File: src/pmbs_pkg.sv
// Constants and state types for the loop mode and base clock select block.
// Assumes an APB master with 12-bit byte addresses and 32-bit data.

package pmbs_pkg;

    // ----------------------------------------------------------------
    // Register map
    // ----------------------------------------------------------------
    // Printed offsets are not all word aligned, so they are indices
    localparam logic [9:0]  PMBS_IDX_CTRL = 10'h01C;
    localparam logic [9:0]  PMBS_IDX_BW   = 10'h01D;
    localparam logic [9:0]  PMBS_IDX_PROG = 10'h01E;
    localparam logic [11:0] PMBS_ADR_CTRL = {PMBS_IDX_CTRL, 2'b00};
    localparam logic [11:0] PMBS_ADR_BW   = {PMBS_IDX_BW, 2'b00};
    localparam logic [11:0] PMBS_ADR_PROG = {PMBS_IDX_PROG, 2'b00};

    // ----------------------------------------------------------------
    // Field positions
    // ----------------------------------------------------------------
    localparam int PMBS_B_IRQ_EN = 7;
    localparam int PMBS_B_FLAG   = 6;
    localparam int PMBS_B_PWR    = 5;
    localparam int PMBS_B_SEL    = 4;
    localparam int PMBS_B_AUTO   = 7;
    localparam int PMBS_B_LOCK   = 6;
    localparam int PMBS_B_TRK    = 5;
    localparam int PMBS_B_XLD    = 4;
    localparam logic [3:0] PMBS_CTRL_LOW = 4'hF;
    localparam logic [3:0] PMBS_BW_LOW   = 4'h0;

    // ----------------------------------------------------------------
    // Reset values and counts
    // ----------------------------------------------------------------
    localparam logic [7:0] PMBS_RST_PROG = 8'h11;
    localparam logic [3:0] PMBS_N_ONE    = 4'h1;
    localparam logic [3:0] PMBS_ZERO4    = 4'h0;
    localparam logic [1:0] PMBS_EDGES    = 2'h3;

    typedef enum logic [0:0] {
        PMBS_ST_RUN    = 1'b0,
        PMBS_ST_SWITCH = 1'b1
    } pmbs_state_e;

    typedef struct packed {
        logic [1:0]  xtal_sy;
        logic        xtal_d;
        logic [1:0]  vco_sy;
        logic        vco_d;
        logic [1:0]  oscen_sy;
        logic [1:0]  trk_in_sy;
        logic [1:0]  trk_out_sy;
        logic [1:0]  lock_in_sy;
        logic [1:0]  lock_out_sy;
        logic        irq_en;
        logic        flag;
        logic        power_on;
        logic        base_sel;
        logic        auto_bw;
        logic        lock;
        logic        trk;
        logic        xld;
        logic [7:0]  prog;
        pmbs_state_e st;
        logic        active_src;
        logic [1:0]  xcnt;
        logic [1:0]  vcnt;
        logic        base_clk;
        logic        irq;
        logic        loop_en;
        logic [3:0]  mult_n;
        logic        xtal_out;
        logic        osc_run;
        logic        pready;
        logic        pslverr;
        logic [31:0] prdata;
    } pmbs_state_s;

endpackage

File: src/pmbs_top.sv
// Loop mode control, lock reporting and glitch-free base clock select.
// Assumes an APB master on pclk; source clocks and detector levels are
// asynchronous pins and must be much slower than pclk.
//
// Functional notes
// - Auto mode: tracking-select is read-only mode status.
// - Auto: tracking set within tracking tolerance, cleared outside untrack.
// - Auto: read-only lock, set within lock, cleared outside unlock.
// - Auto: lock toggle with interrupt enable raises interrupt.
// - Manual: tracking-select writable, 0 acquisition, 1 tracking.
// - Manual: lock disabled, no interrupts.
// - Oscillator is N times reference; bus is quarter of source.
// - Program register: N in upper four bits, L lower.
// - N of zero acts as one.
// - L of zero disables loop and forces crystal source.
// - Source change holds output while counting three edges each.
// - Selected source divided by two for the base clock.
// - Select bit: 0 crystal, 1 oscillator.
// - Oscillator select refused while loop is off.
// - Loop stays on while oscillator is selected.
// - One write never changes power and selection together.
// - Oscillator and loop run only with oscillator enable.
// - Tracking-select reads 0 acquiring, 1 tracking.
// - Program register read-only while loop is on.
// - Reading control register clears lock-change flag.
//
// The implementer's own choices: the APB register port and the register addresses.

`timescale 1ns/1ps

module pmbs_top
    import pmbs_pkg::*;
(
    input  wire logic        pclk,
    input  wire logic        presetn,
    input  wire logic        psel,
    input  wire logic        penable,
    input  wire logic        pwrite,
    input  wire logic [11:0] paddr,
    input  wire logic [31:0] pwdata,
    output logic      [31:0] prdata,
    output logic             pready,
    output logic             pslverr,
    input  wire logic        xtal_clk,
    input  wire logic        vco_clk,
    input  wire logic        osc_enable_in,
    input  wire logic        vco_in_trk_tol,
    input  wire logic        vco_out_untrk_tol,
    input  wire logic        vco_in_lock_tol,
    input  wire logic        vco_out_unlock_tol,
    output logic             xtal_clk_out,
    output logic             base_clk_out,
    output logic             clkgen_irq,
    output logic             osc_run,
    output logic             loop_enable,
    output logic             track_mode,
    output logic      [3:0]  mult_n_out,
    output logic      [3:0]  range_l_out
);

    // ----------------------------------------------------------------
    // Helpers
    // ----------------------------------------------------------------
    function automatic logic rise(input logic [1:0] sy,
                                  input logic       d);
        rise = sy[1] & ~d;
    endfunction

    function automatic logic [3:0] eff_n(input logic [7:0] p);
        eff_n = (p[7:4] == PMBS_ZERO4) ? PMBS_N_ONE : p[7:4];
    endfunction

    pmbs_state_s q;
    pmbs_state_s n;

    logic done;
    logic wr;
    logic rd_ctrl;
    logic pw_new;
    logic xr;
    logic vr;

    // ----------------------------------------------------------------
    // Next state
    // ----------------------------------------------------------------
    always_comb begin
        n = q;
        n.xtal_sy     = {q.xtal_sy[0], xtal_clk};
        n.vco_sy      = {q.vco_sy[0], vco_clk};
        n.xtal_d      = q.xtal_sy[1];
        n.vco_d       = q.vco_sy[1];
        n.oscen_sy    = {q.oscen_sy[0], osc_enable_in};
        n.trk_in_sy   = {q.trk_in_sy[0], vco_in_trk_tol};
        n.trk_out_sy  = {q.trk_out_sy[0], vco_out_untrk_tol};
        n.lock_in_sy  = {q.lock_in_sy[0], vco_in_lock_tol};
        n.lock_out_sy = {q.lock_out_sy[0], vco_out_unlock_tol};
        xr = rise(q.xtal_sy, q.xtal_d);
        vr = rise(q.vco_sy, q.vco_d);

        // Bus: one wait state, so read data is ready when pready rises
        done    = psel & penable & q.pready;
        wr      = done & pwrite;
        rd_ctrl = done & ~pwrite & (paddr == PMBS_ADR_CTRL);
        n.pready  = psel & penable & ~q.pready;
        n.pslverr = 1'b0;
        n.prdata  = q.prdata;
        pw_new    = q.power_on;
        if (psel && penable && !q.pready) begin
            n.prdata = '0;
            unique case (paddr)
                PMBS_ADR_CTRL: n.prdata[7:0] = {q.irq_en & q.auto_bw,
                    q.flag & q.auto_bw, q.power_on, q.base_sel,
                    PMBS_CTRL_LOW};
                PMBS_ADR_BW: n.prdata[7:0] = {q.auto_bw,
                    q.lock & q.auto_bw, q.trk, q.xld, PMBS_BW_LOW};
                PMBS_ADR_PROG: n.prdata[7:0] = q.prog;
                default: n.pslverr = 1'b1;
            endcase
        end

        if (wr && paddr == PMBS_ADR_CTRL) begin
            n.irq_en = pwdata[PMBS_B_IRQ_EN];
            pw_new   = pwdata[PMBS_B_PWR] | q.base_sel;
            if (pw_new != q.power_on) begin
                n.power_on = pw_new;
            end else if (q.power_on) begin
                n.base_sel = pwdata[PMBS_B_SEL];
            end else begin
                n.base_sel = 1'b0;
            end
        end
        if (wr && paddr == PMBS_ADR_BW) begin
            n.auto_bw = pwdata[PMBS_B_AUTO];
            n.xld     = pwdata[PMBS_B_XLD];
            if (!q.auto_bw) begin
                n.trk = pwdata[PMBS_B_TRK];
            end
        end
        if (wr && paddr == PMBS_ADR_PROG && !q.power_on) begin
            n.prog = pwdata[7:0];
        end
        if (n.prog[3:0] == PMBS_ZERO4) begin
            n.base_sel = 1'b0;
        end

        // Detectors only act in automatic mode; off loop reads unlocked
        if (q.auto_bw) begin
            if (!q.loop_en) begin
                n.trk  = 1'b0;
                n.lock = 1'b0;
            end else begin
                if (q.trk_in_sy[1]) begin
                    n.trk = 1'b1;
                end else if (q.trk_out_sy[1]) begin
                    n.trk = 1'b0;
                end
                if (q.lock_in_sy[1]) begin
                    n.lock = 1'b1;
                end else if (q.lock_out_sy[1]) begin
                    n.lock = 1'b0;
                end
            end
        end
        if (!n.auto_bw) begin
            n.lock   = 1'b0;
            n.irq_en = 1'b0;
        end

        // A toggle in the clearing cycle still sets the flag
        if (rd_ctrl) begin
            n.flag = 1'b0;
        end
        if (n.auto_bw && n.lock != q.lock) begin
            n.flag = 1'b1;
        end
        if (!n.auto_bw) begin
            n.flag = 1'b0;
        end
        n.irq = n.flag & n.irq_en & n.auto_bw;

        n.osc_run  = q.oscen_sy[1];
        n.loop_en  = n.power_on & q.oscen_sy[1]
                   & (n.prog[3:0] != PMBS_ZERO4);
        n.mult_n   = eff_n(n.prog);
        n.xtal_out = q.xtal_sy[1];

        // Transition control; both sources must show three edges, so a
        // dead source stalls the switch with the output held.
        unique case (q.st)
            PMBS_ST_RUN: begin
                if (q.base_sel != q.active_src) begin
                    n.st   = PMBS_ST_SWITCH;
                    n.xcnt = 2'h0;
                    n.vcnt = 2'h0;
                end else if (q.active_src ? vr : xr) begin
                    n.base_clk = ~q.base_clk;
                end
            end
            PMBS_ST_SWITCH: begin
                if (xr && q.xcnt != PMBS_EDGES) begin
                    n.xcnt = q.xcnt + 2'h1;
                end
                if (vr && q.vcnt != PMBS_EDGES) begin
                    n.vcnt = q.vcnt + 2'h1;
                end
                if (n.xcnt == PMBS_EDGES && n.vcnt == PMBS_EDGES) begin
                    n.st         = PMBS_ST_RUN;
                    n.active_src = q.base_sel;
                end
            end
        endcase
    end

    // ----------------------------------------------------------------
    // State register
    // ----------------------------------------------------------------
    always_ff @(posedge pclk or negedge presetn) begin
        if (!presetn) begin
            q      <= '0;
            q.prog <= PMBS_RST_PROG;
            q.mult_n <= PMBS_N_ONE;
            q.st   <= PMBS_ST_RUN;
        end else begin
            q <= n;
        end
    end

    assign prdata       = q.prdata;
    assign pready       = q.pready;
    assign pslverr      = q.pslverr;
    assign xtal_clk_out = q.xtal_out;
    assign base_clk_out = q.base_clk;
    assign clkgen_irq   = q.irq;
    assign osc_run      = q.osc_run;
    assign loop_enable  = q.loop_en;
    assign track_mode   = q.trk;
    assign mult_n_out   = q.mult_n;
    assign range_l_out  = q.prog[3:0];
endmodule

File: config.mk
export PLATFORM = sky130hd
export DESIGN_NAME = pmbs_top
export DESIGN_NICKNAME = d
export VERILOG_FILES = /design/src/pmbs_pkg.sv /design/src/pmbs_top.sv
export SDC_FILE = /design/constraint.sdc
export NUM_CORES = 1
export LEC_CHECK = 0
export BUFFER_PORTS_ARGS = -buffer_cell sky130_fd_sc_hd__buf_4
export CAP_MARGIN = 20
export CORE_UTILIZATION = 52
export DETAILED_ROUTE_END_ITERATION = 8
export GPL_TIMING_DRIVEN = 0
export PLACE_DENSITY = 0.84
export SETUP_SLACK_MARGIN = 0.5
export SLEW_MARGIN = 20
export SYNTH_ARGS = -nofsm -noshare
export SYNTH_HDL_FRONTEND = slang
export SYNTH_SLANG_ARGS = --single-unit
File: constraint.sdc
create_clock -name pclk -period 6.67 [get_ports pclk]
set_input_delay 0.3335 -clock pclk [delete_from_list [all_inputs] [get_ports pclk]]
set_output_delay 0.3335 -clock pclk [all_outputs]
set_load 0.02 [all_outputs]
==> results.md, run 1 <==
* Hold Buf Count CTS at 0
* H-tree depth at 2
* Drt first-iter violations at 76
* Clk root buf: clkbuf_8
* RSZ-0062 raised after global routing: false
* Relative slew slack at 55.1%
* GRT Overall Usage at 19.4%
* Ys async rst share at 100%
* Syn_area_per_cell at 11.2 um2
* Sequential area share after synthesis at 52.5%
* Synth cell types at 44
* Startpoint types: flop
* Synth Register Bits at 56
* Clock Sink Count at 56
* Worst-path clk slew at 100 ps
* PD cells at 192 nW/um2
* Critical Setup Path Class: flop to flop
* Worst setup margin at 4310 ps
* Status: finished clean
* Rows at 25
* Final Max Slew Viols at 0
* Filler cells at 369
* Clk_skew at 7.05 ps
* Final GP Congestion at 0.845
* Min Tclk post-route at 2360 ps
* Main synth FF type: dfrtp_1
* Max Freq at 424 MHz
* Critical Path End Type: flop
* Reg2reg setup slack at 4310 ps
* Post-route ant nets at 0
* Hold_ws at 52.1 ps
* Final WL at 4980 um
* Final hold violations at 0
* Largest net degree at the start of global routing at 57
* TritonCTS Buffers at 5
* Area Growth Syn to Fin at 26.1%
* Maximum VDD drop at 0.167 mV
* Setup violators final at 0
* Layout Cells excl Fill at 392
* Starting Density at 55.3%
* Port Buf Inserts at 55
* Post-CTS Setup Bufs at 0
* Fin crit share at 35.3%
* Final HPWL DP at 3780 um
* Die area at 5440 um2
* Area of the multi-input gates at 1010 um2
* Vias in the first global route at 1790
* Post-layout nets at 382
* R2r startpoint: q[43]
* WP data required at 6870 ps
* Mapped Area at 2680 um2
* Via density at 4.73
* Min-Delay Path Class: input port to async pin
* Drt pass-1 iters at 4
* First-pass GRT wire length at 7780 um
* Worst skew pair latency at 310 ps
* Share of cells above drive strength 1 at 39.4%
* Post-synth EDFFs at 0
* Post-route DRC at 0
* Max Cap Violations at 0
* Reg area at 1410 um2
* Post_cts resized at 0
* Antenna Cells at 0
* Static Leak at 1.79 nW
* Reg2reg end: q[47]
* Final TNS setup at 0 ps
* Top-Level Pins at 104
* Worst Max-Slew Pin Slew at 674 ps
* Global route total overflow at 0
* Die Span X at 73.8 um
* Initial antenna violation count at 0
* Placed Area at 3260 um2
* R2R depth at 7
* Inst Count DP at 384
* TritonCTS clock tree: built
* Synth warnings at 0
* CTS max path bufs at 2
* Critical Path AT at 2560 ps
* Place WS at 4310 ps
* Post-route cell area at 3380 um2
* Core footprint at 4850 um2
* Die Span Y at 73.8 um
* CP Max Fanout at 5
* Vias at 1854
* Wirelength per Cell at 12.7 um
* Synth Instances at 239
[where the power goes]
part | leakage [nW] | total (mW) | switching (mW) | internal (mW)
Sequential | 0.723 | 0.354 | 0.00513 | 0.348
Combinational | 1.01 | 0.0738 | 0.0404 | 0.0333
Clock | 0.0548 | 0.222 | 0.109 | 0.113
Total | 1.79 | 0.650 | 0.155 | 0.495
[final cells by class]
cell class / instances / share of cell area [%]
plain buffers: 46 / 9.78
clock buffers: 5 / 2.04
clock inverters: 3 / 1.37
inverters: 6 / 0.667
multi-input cells: 154 / 29.8
flip-flops and latches: 56 / 41.6
well taps: 67 / 2.48
repair buffers: 55 / 12.2
[how the worst max path moves through the flow]
stage                from     to  slack (ps)  cells after the start
finish              q[43]  q[47]        4310                      7
global placement    q[43]  q[47]        4450                      7
global route        q[43]  q[47]        4150                      7
CTS                 q[43]  q[47]        4300                      7
floorplan           q[43]  q[47]        4560                      7
detailed placement  q[43]  q[47]        4310                      7
[flip-flops by register name (all words and copies together), names as in the netlist]
name          flops
xtal_clk_out      1
n                10
loop_enable       1
pready            1
mult_n_out        4
clkgen_irq        1
osc_run           1
track_mode        1
pslverr           1
q                22
prdata            8
base_clk_out      1
range_l_out       4
[logic make-up after synthesis]
family	after synthesis	synth area share, %
multiplexers	20	9.20
other	1	0.140
XOR/XNOR	4	1.31
adder cells (fa/ha/maj)	2	0.934
buffers and inverters	52	13.2
AO/OA/AOI/OAI	38	8.55
flip-flops	56	52.5
AND/OR/NAND/NOR	66	14.2
[placed cells by master, fill, tap and decap left out, types with 3 or more instances in the layout]
cell type  Yosys  final
a21oi_1        8      8
a31oi_1        4      4
buf_4         40     95
clkbuf_1       5      5
clkbuf_8       0      5
conb_1         1     24
dfrtp_1       53     53
dfstp_2        3      3
inv_1          6      6
mux2_2         5      5
mux2_4         8      8
mux2i_1        7      7
nand2_1       23     23
nor2_1        12     12
nor3_1         6      6
nor3b_1        3      3
o21ai_0       15     15
o31ai_1        3      3
[per-stage QoR]
step                total power, mW  utilization, %
CTS                           0.658            69.7
global placement              0.432            67.3
detailed placement            0.434            67.3
global route                  0.674            69.7
finish                        0.650            69.7
floorplan                     0.400               -
[metal layers]
| metal | share of wire, % | global-route usage [%] |
|---|---|---|
| met4 | 1.5 | 6.84 |
| met1 | 42 | 22.1 |
| met5 | 0 | 0 |
| met2 | 53 | 35.6 |
| met3 | 4.0 | 4.12 |
[synth_stat cells, types with 2 or more instances]
cell type	count	area share, %
xnor2_1	2	0.65
or3b_2	2	0.65
nor2_1	12	1.7
a21oi_1	8	1.5
nand4b_1	2	0.65
xor2_1	2	0.65
mux2_4	8	4.5
a22oi_1	2	0.56
mux2_2	5	2.1
nand2_1	23	3.2
inv_1	6	0.84
nor3b_1	3	0.84
ha_1	2	0.93
and3_1	2	0.47
dfrtp_1	53	50
nor4_1	2	0.47
clkbuf_1	5	0.70
a31oi_1	4	0.93
o31ai_1	3	0.84
nor2b_1	2	0.47
mux2i_1	7	2.6
dfstp_2	3	2.9
o21ai_0	15	2.8
nor3_1	6	1.1
buf_4	40	11
nor4_4	2	1.6
[critical path, cell delays in order, from the launching register on]
cell and delay, ps:
dfrtp_1 440, ha_1 210, or3b_2 430, clkbuf_1 160, nor3b_1 230, a31oi_1 70, nor3_1 320, mux2_2 380
Note: power is estimated with default switching activity, not from simulation.
==> run 2: changes to the inputs <==
--- a/config.mk
+++ b/config.mk
@@ -7,10 +7,10 @@
 export LEC_CHECK = 0
 export BUFFER_PORTS_ARGS = -buffer_cell sky130_fd_sc_hd__buf_4
 export CAP_MARGIN = 20
-export CORE_UTILIZATION = 52
+export CORE_UTILIZATION = 44
 export DETAILED_ROUTE_END_ITERATION = 8
 export GPL_TIMING_DRIVEN = 0
-export PLACE_DENSITY = 0.84
+export PLACE_DENSITY = 0.76
 export SETUP_SLACK_MARGIN = 0.5
 export SLEW_MARGIN = 20
 export SYNTH_ARGS = -nofsm -noshare
==> constraint.sdc (replaced) <==
create_clock -name pclk -period 2 [get_ports pclk]
set_input_delay 0.1 -clock pclk [delete_from_list [all_inputs] [get_ports pclk]]
set_output_delay 0.1 -clock pclk [all_outputs]
set_load 0.02 [all_outputs]
==> run 2 against run 1 <==
  * Wire length rose by 10%
  * Via count rose by 6.8%
  * Sequential share of layout area fell by 3.6 points
  * Register-to-register slack got worse by 4200 ps
  * Total power rose to 3.2 times the previous value
  * First-iteration DRC count rose by 68%
  * Maximum frequency rose by 22%
  * Combinational power rose to 3.7 times the previous value
  * Critical path depth did not move
  * Final cell count rose by 7.4%
==> results.md, run 2 (synthesis results as in run 1) <==
* Die area at 6400 um2 (was 5440 um2)
* Sequential power share at 57.4% (was 54.4%)
* Internal power at 1.54 mW (was 495 uW)
* Antenna Cells at 0 (unchanged)
* Area Growth Syn to Fin at 37.9% (was 26.1%)
* Final core utilization at 62.8% (was 69.7%)
* RSZ-0062 raised after global routing: true (was false)
* Final HPWL DP at 3700 um (was 3780 um)
* Max Freq at 517 MHz (was 424 MHz)
* Worst-path clk slew at 100 ps (about the same)
* Clock Sink Count at 56 (unchanged)
* Biggest register: q (unchanged)
* Global route total overflow at 0 (unchanged)
* PD cells at 556 nW/um2 (was 192 nW/um2)
* H-tree depth at 2 (unchanged)
* Drt pass-1 iters at 4 (unchanged)
* Net Sw Frac at 25.2% (was 23.8%)
* Total power at 2.05 mW (was 650 uW)
* First-pass GRT wire length at 8720 um (was 7780 um)
* Startpoint types: flop (unchanged)
* Critical Path End Type: flop (unchanged)
* Post-route DRC at 0 (unchanged)
* Rows at 28 (was 25)
* TritonCTS Buffers at 5 (unchanged)
* Worst Path Buf+Inv at 1 (unchanged)
* Largest net degree at the start of global routing at 57 (unchanged)
* Die Span Y at 80.0 um (was 73.8 um)
* Setup violators final at 0 (unchanged)
* Critical Setup Path Class: flop to flop (unchanged)
* Clk_skew at 11.6 ps (was 7.05 ps)
* Die Span X at 80.0 um (was 73.8 um)
* Post-route ant nets at 0 (unchanged)
* WP data required at 2210 ps (was 6870 ps)
* Via density at 4.70 (was 4.73)
* Worst skew pair latency at 320 ps (was 310 ps)
* TritonCTS clock tree: built (unchanged)
* Inst Count DP at 392 (was 384)
* Min-Delay Path Class: input port to flop (was input port to async pin)
* Status: finished clean (unchanged)
* Cell breakdown of the critical path: ha_2, or3b_4, buf_8, nor3b_2, a31oi_1, nor3_2, mux2_4 (was ha_1, or3b_2, clkbuf_1, nor3b_1, a31oi_1, nor3_1, mux2_2)
* CP Max Fanout at 2 (was 5)
* Share of cells above drive strength 1 at 45.4% (was 39.4%)
* Metal3 WL at 283 um (was 199 um)
* Worst setup margin at 67.4 ps (was 4310 ps)
* Fin crit share at 96.6% (was 35.3%)
* Final Max Slew Viols at 0 (unchanged)
* Critical Path AT at 2140 ps (was 2560 ps)
* Metal-1 WL at 2350 um (was 2070 um)
* Vias in the first global route at 1857 (was 1790)
* Final WL at 5490 um (was 4980 um)
* Sw Pwr at 516 uW (was 155 uW)
* CP top delay family: simple AND/OR/NAND/NOR gates (unchanged)
* Min Tclk post-route at 1930 ps (was 2360 ps)
* Wirelength per Cell at 13.0 um (was 12.7 um)
* Most frequent cells in the layout: buf_4, dfrtp_1, conb_1 (unchanged)
* Commonest non-fill, non-tap cell in the layout: buf_4 (unchanged)
* Post-layout nets at 403 (was 382)
* Initial antenna violation count at 0 (unchanged)
* Drt first-iter violations at 128 (was 76)
* Max layer used: met4 (unchanged)
* Place WS at -68.0 ps (was 4310 ps)
* Top-Level Pins at 104 (unchanged)
* Port Buf Inserts at 55 (unchanged)
* CP peak stage delay at 400 ps (was 440 ps)
* Gate power share at 13.2% (was 11.4%)
* Met2 wire length at 2690 um (was 2630 um)
* Crit-path slowest cell: dfrtp_1 (unchanged)
* Largest register FFs at 22 (unchanged)
* Starting Density at 45.5% (was 55.3%)
* Worst Max-Slew Pin Slew at 674 ps (about the same)
* Static Leak at 1.90 nW (was 1.79 nW)
* Core footprint at 5890 um2 (was 4850 um2)
* Clock Power Share at 29.4% (was 34.2%)
* Final GP Congestion at 0.835 (was 0.845)
* CTS max path bufs at 2 (unchanged)
* Vias at 1980 (was 1854)
* GRT Overall Usage at 18.1% (was 19.4%)
* Relative slew slack at 55.0% (was 55.1%)
* Maximum VDD drop at 0.264 mV (was 0.167 mV)
* Clk root buf: clkbuf_8 (unchanged)
* Final hold violations at 0 (unchanged)
* Max Cap Violations at 0 (unchanged)
* Layout Cells excl Fill at 421 (was 392)
==> run 2: final timing paths <==
path	from	endpoint	slack [ps]	depth (start not counted)
worst max-delay path	q[44]	q[47]	70	7
worst min-delay path	pwdata[3]	range_l_out[3]	30	2
worst max register to register	q[44]	q[47]	70	7
worst min register to register	n[72]	q[72]	350	0
max in group asynchronous	presetn	range_l_out[3]	1190	2
min in group asynchronous	presetn	q[47]	360	2
==> run 2: worst register-to-register path: stages (launching register included) <==
cell and delay [ps]:
dfrtp_1 400, ha_2 180, or3b_4 370, buf_8 130, nor3b_2 140, a31oi_1 60, nor3_2 230, mux2_4 320
==> run 2: routing by layer <==
layer	global-route usage, %	vias to the layer above
met2	29.3	72
met1	22.8	918
met5	0	-
met4	8.75	0
met3	4.11	16
li1	-	974
==> run 2: area by class of cell <==
type | count | area (um2)
Clock buffer | 6 | 72.6
Fill cell | 487 | 2190
Clock inverter | 2 | 12.5
Buffer | 46 | 352
Multi-Input combinational cell | 154 | 1100
Tap cell | 75 | 93.8
Timing Repair Buffer | 76 | 633
Sequential cell | 56 | 1410
Inverter | 6 | 22.5
==> run 2: timing repair <==
action | in CTS | in global routing
resized for setup | 13 | 15
hold buffers | 8 | 0
hold endpoints to repair | 60 | 0
pin swaps | 7 | 4
endpoints found under the setup margin | 17 | 26
gates cloned | 1 | 0
setup buffers | 10 | 2
==> run 2: power groups by stage <==
| stage | logic (mW) | clock network (mW) | registers [mW] |
|---|---|---|---|
| 2_1_floorplan | 0.122 | 0 | 1.22 |
| 3_3_place_gp | 0.247 | 0 | 1.20 |
| 3_5_place_dp | 0.249 | 0 | 1.20 |
| 4_1_cts | 0.266 | 0.624 | 1.18 |
| 5_1_grt | 0.295 | 0.670 | 1.18 |
| 6_report | 0.270 | 0.604 | 1.18 |
==> run 2: stage by stage <==
stage	setup TNS (ps)	cell area [um2]	hold WS [ps]
3_5_place_dp	-68.0	3300	196
6_report	0	3690	26.2
3_3_place_gp	-47.2	3300	189
5_1_grt	-1.37	3690	14.8
4_1_cts	0	3620	17.5
2_1_floorplan	0	2790	-196
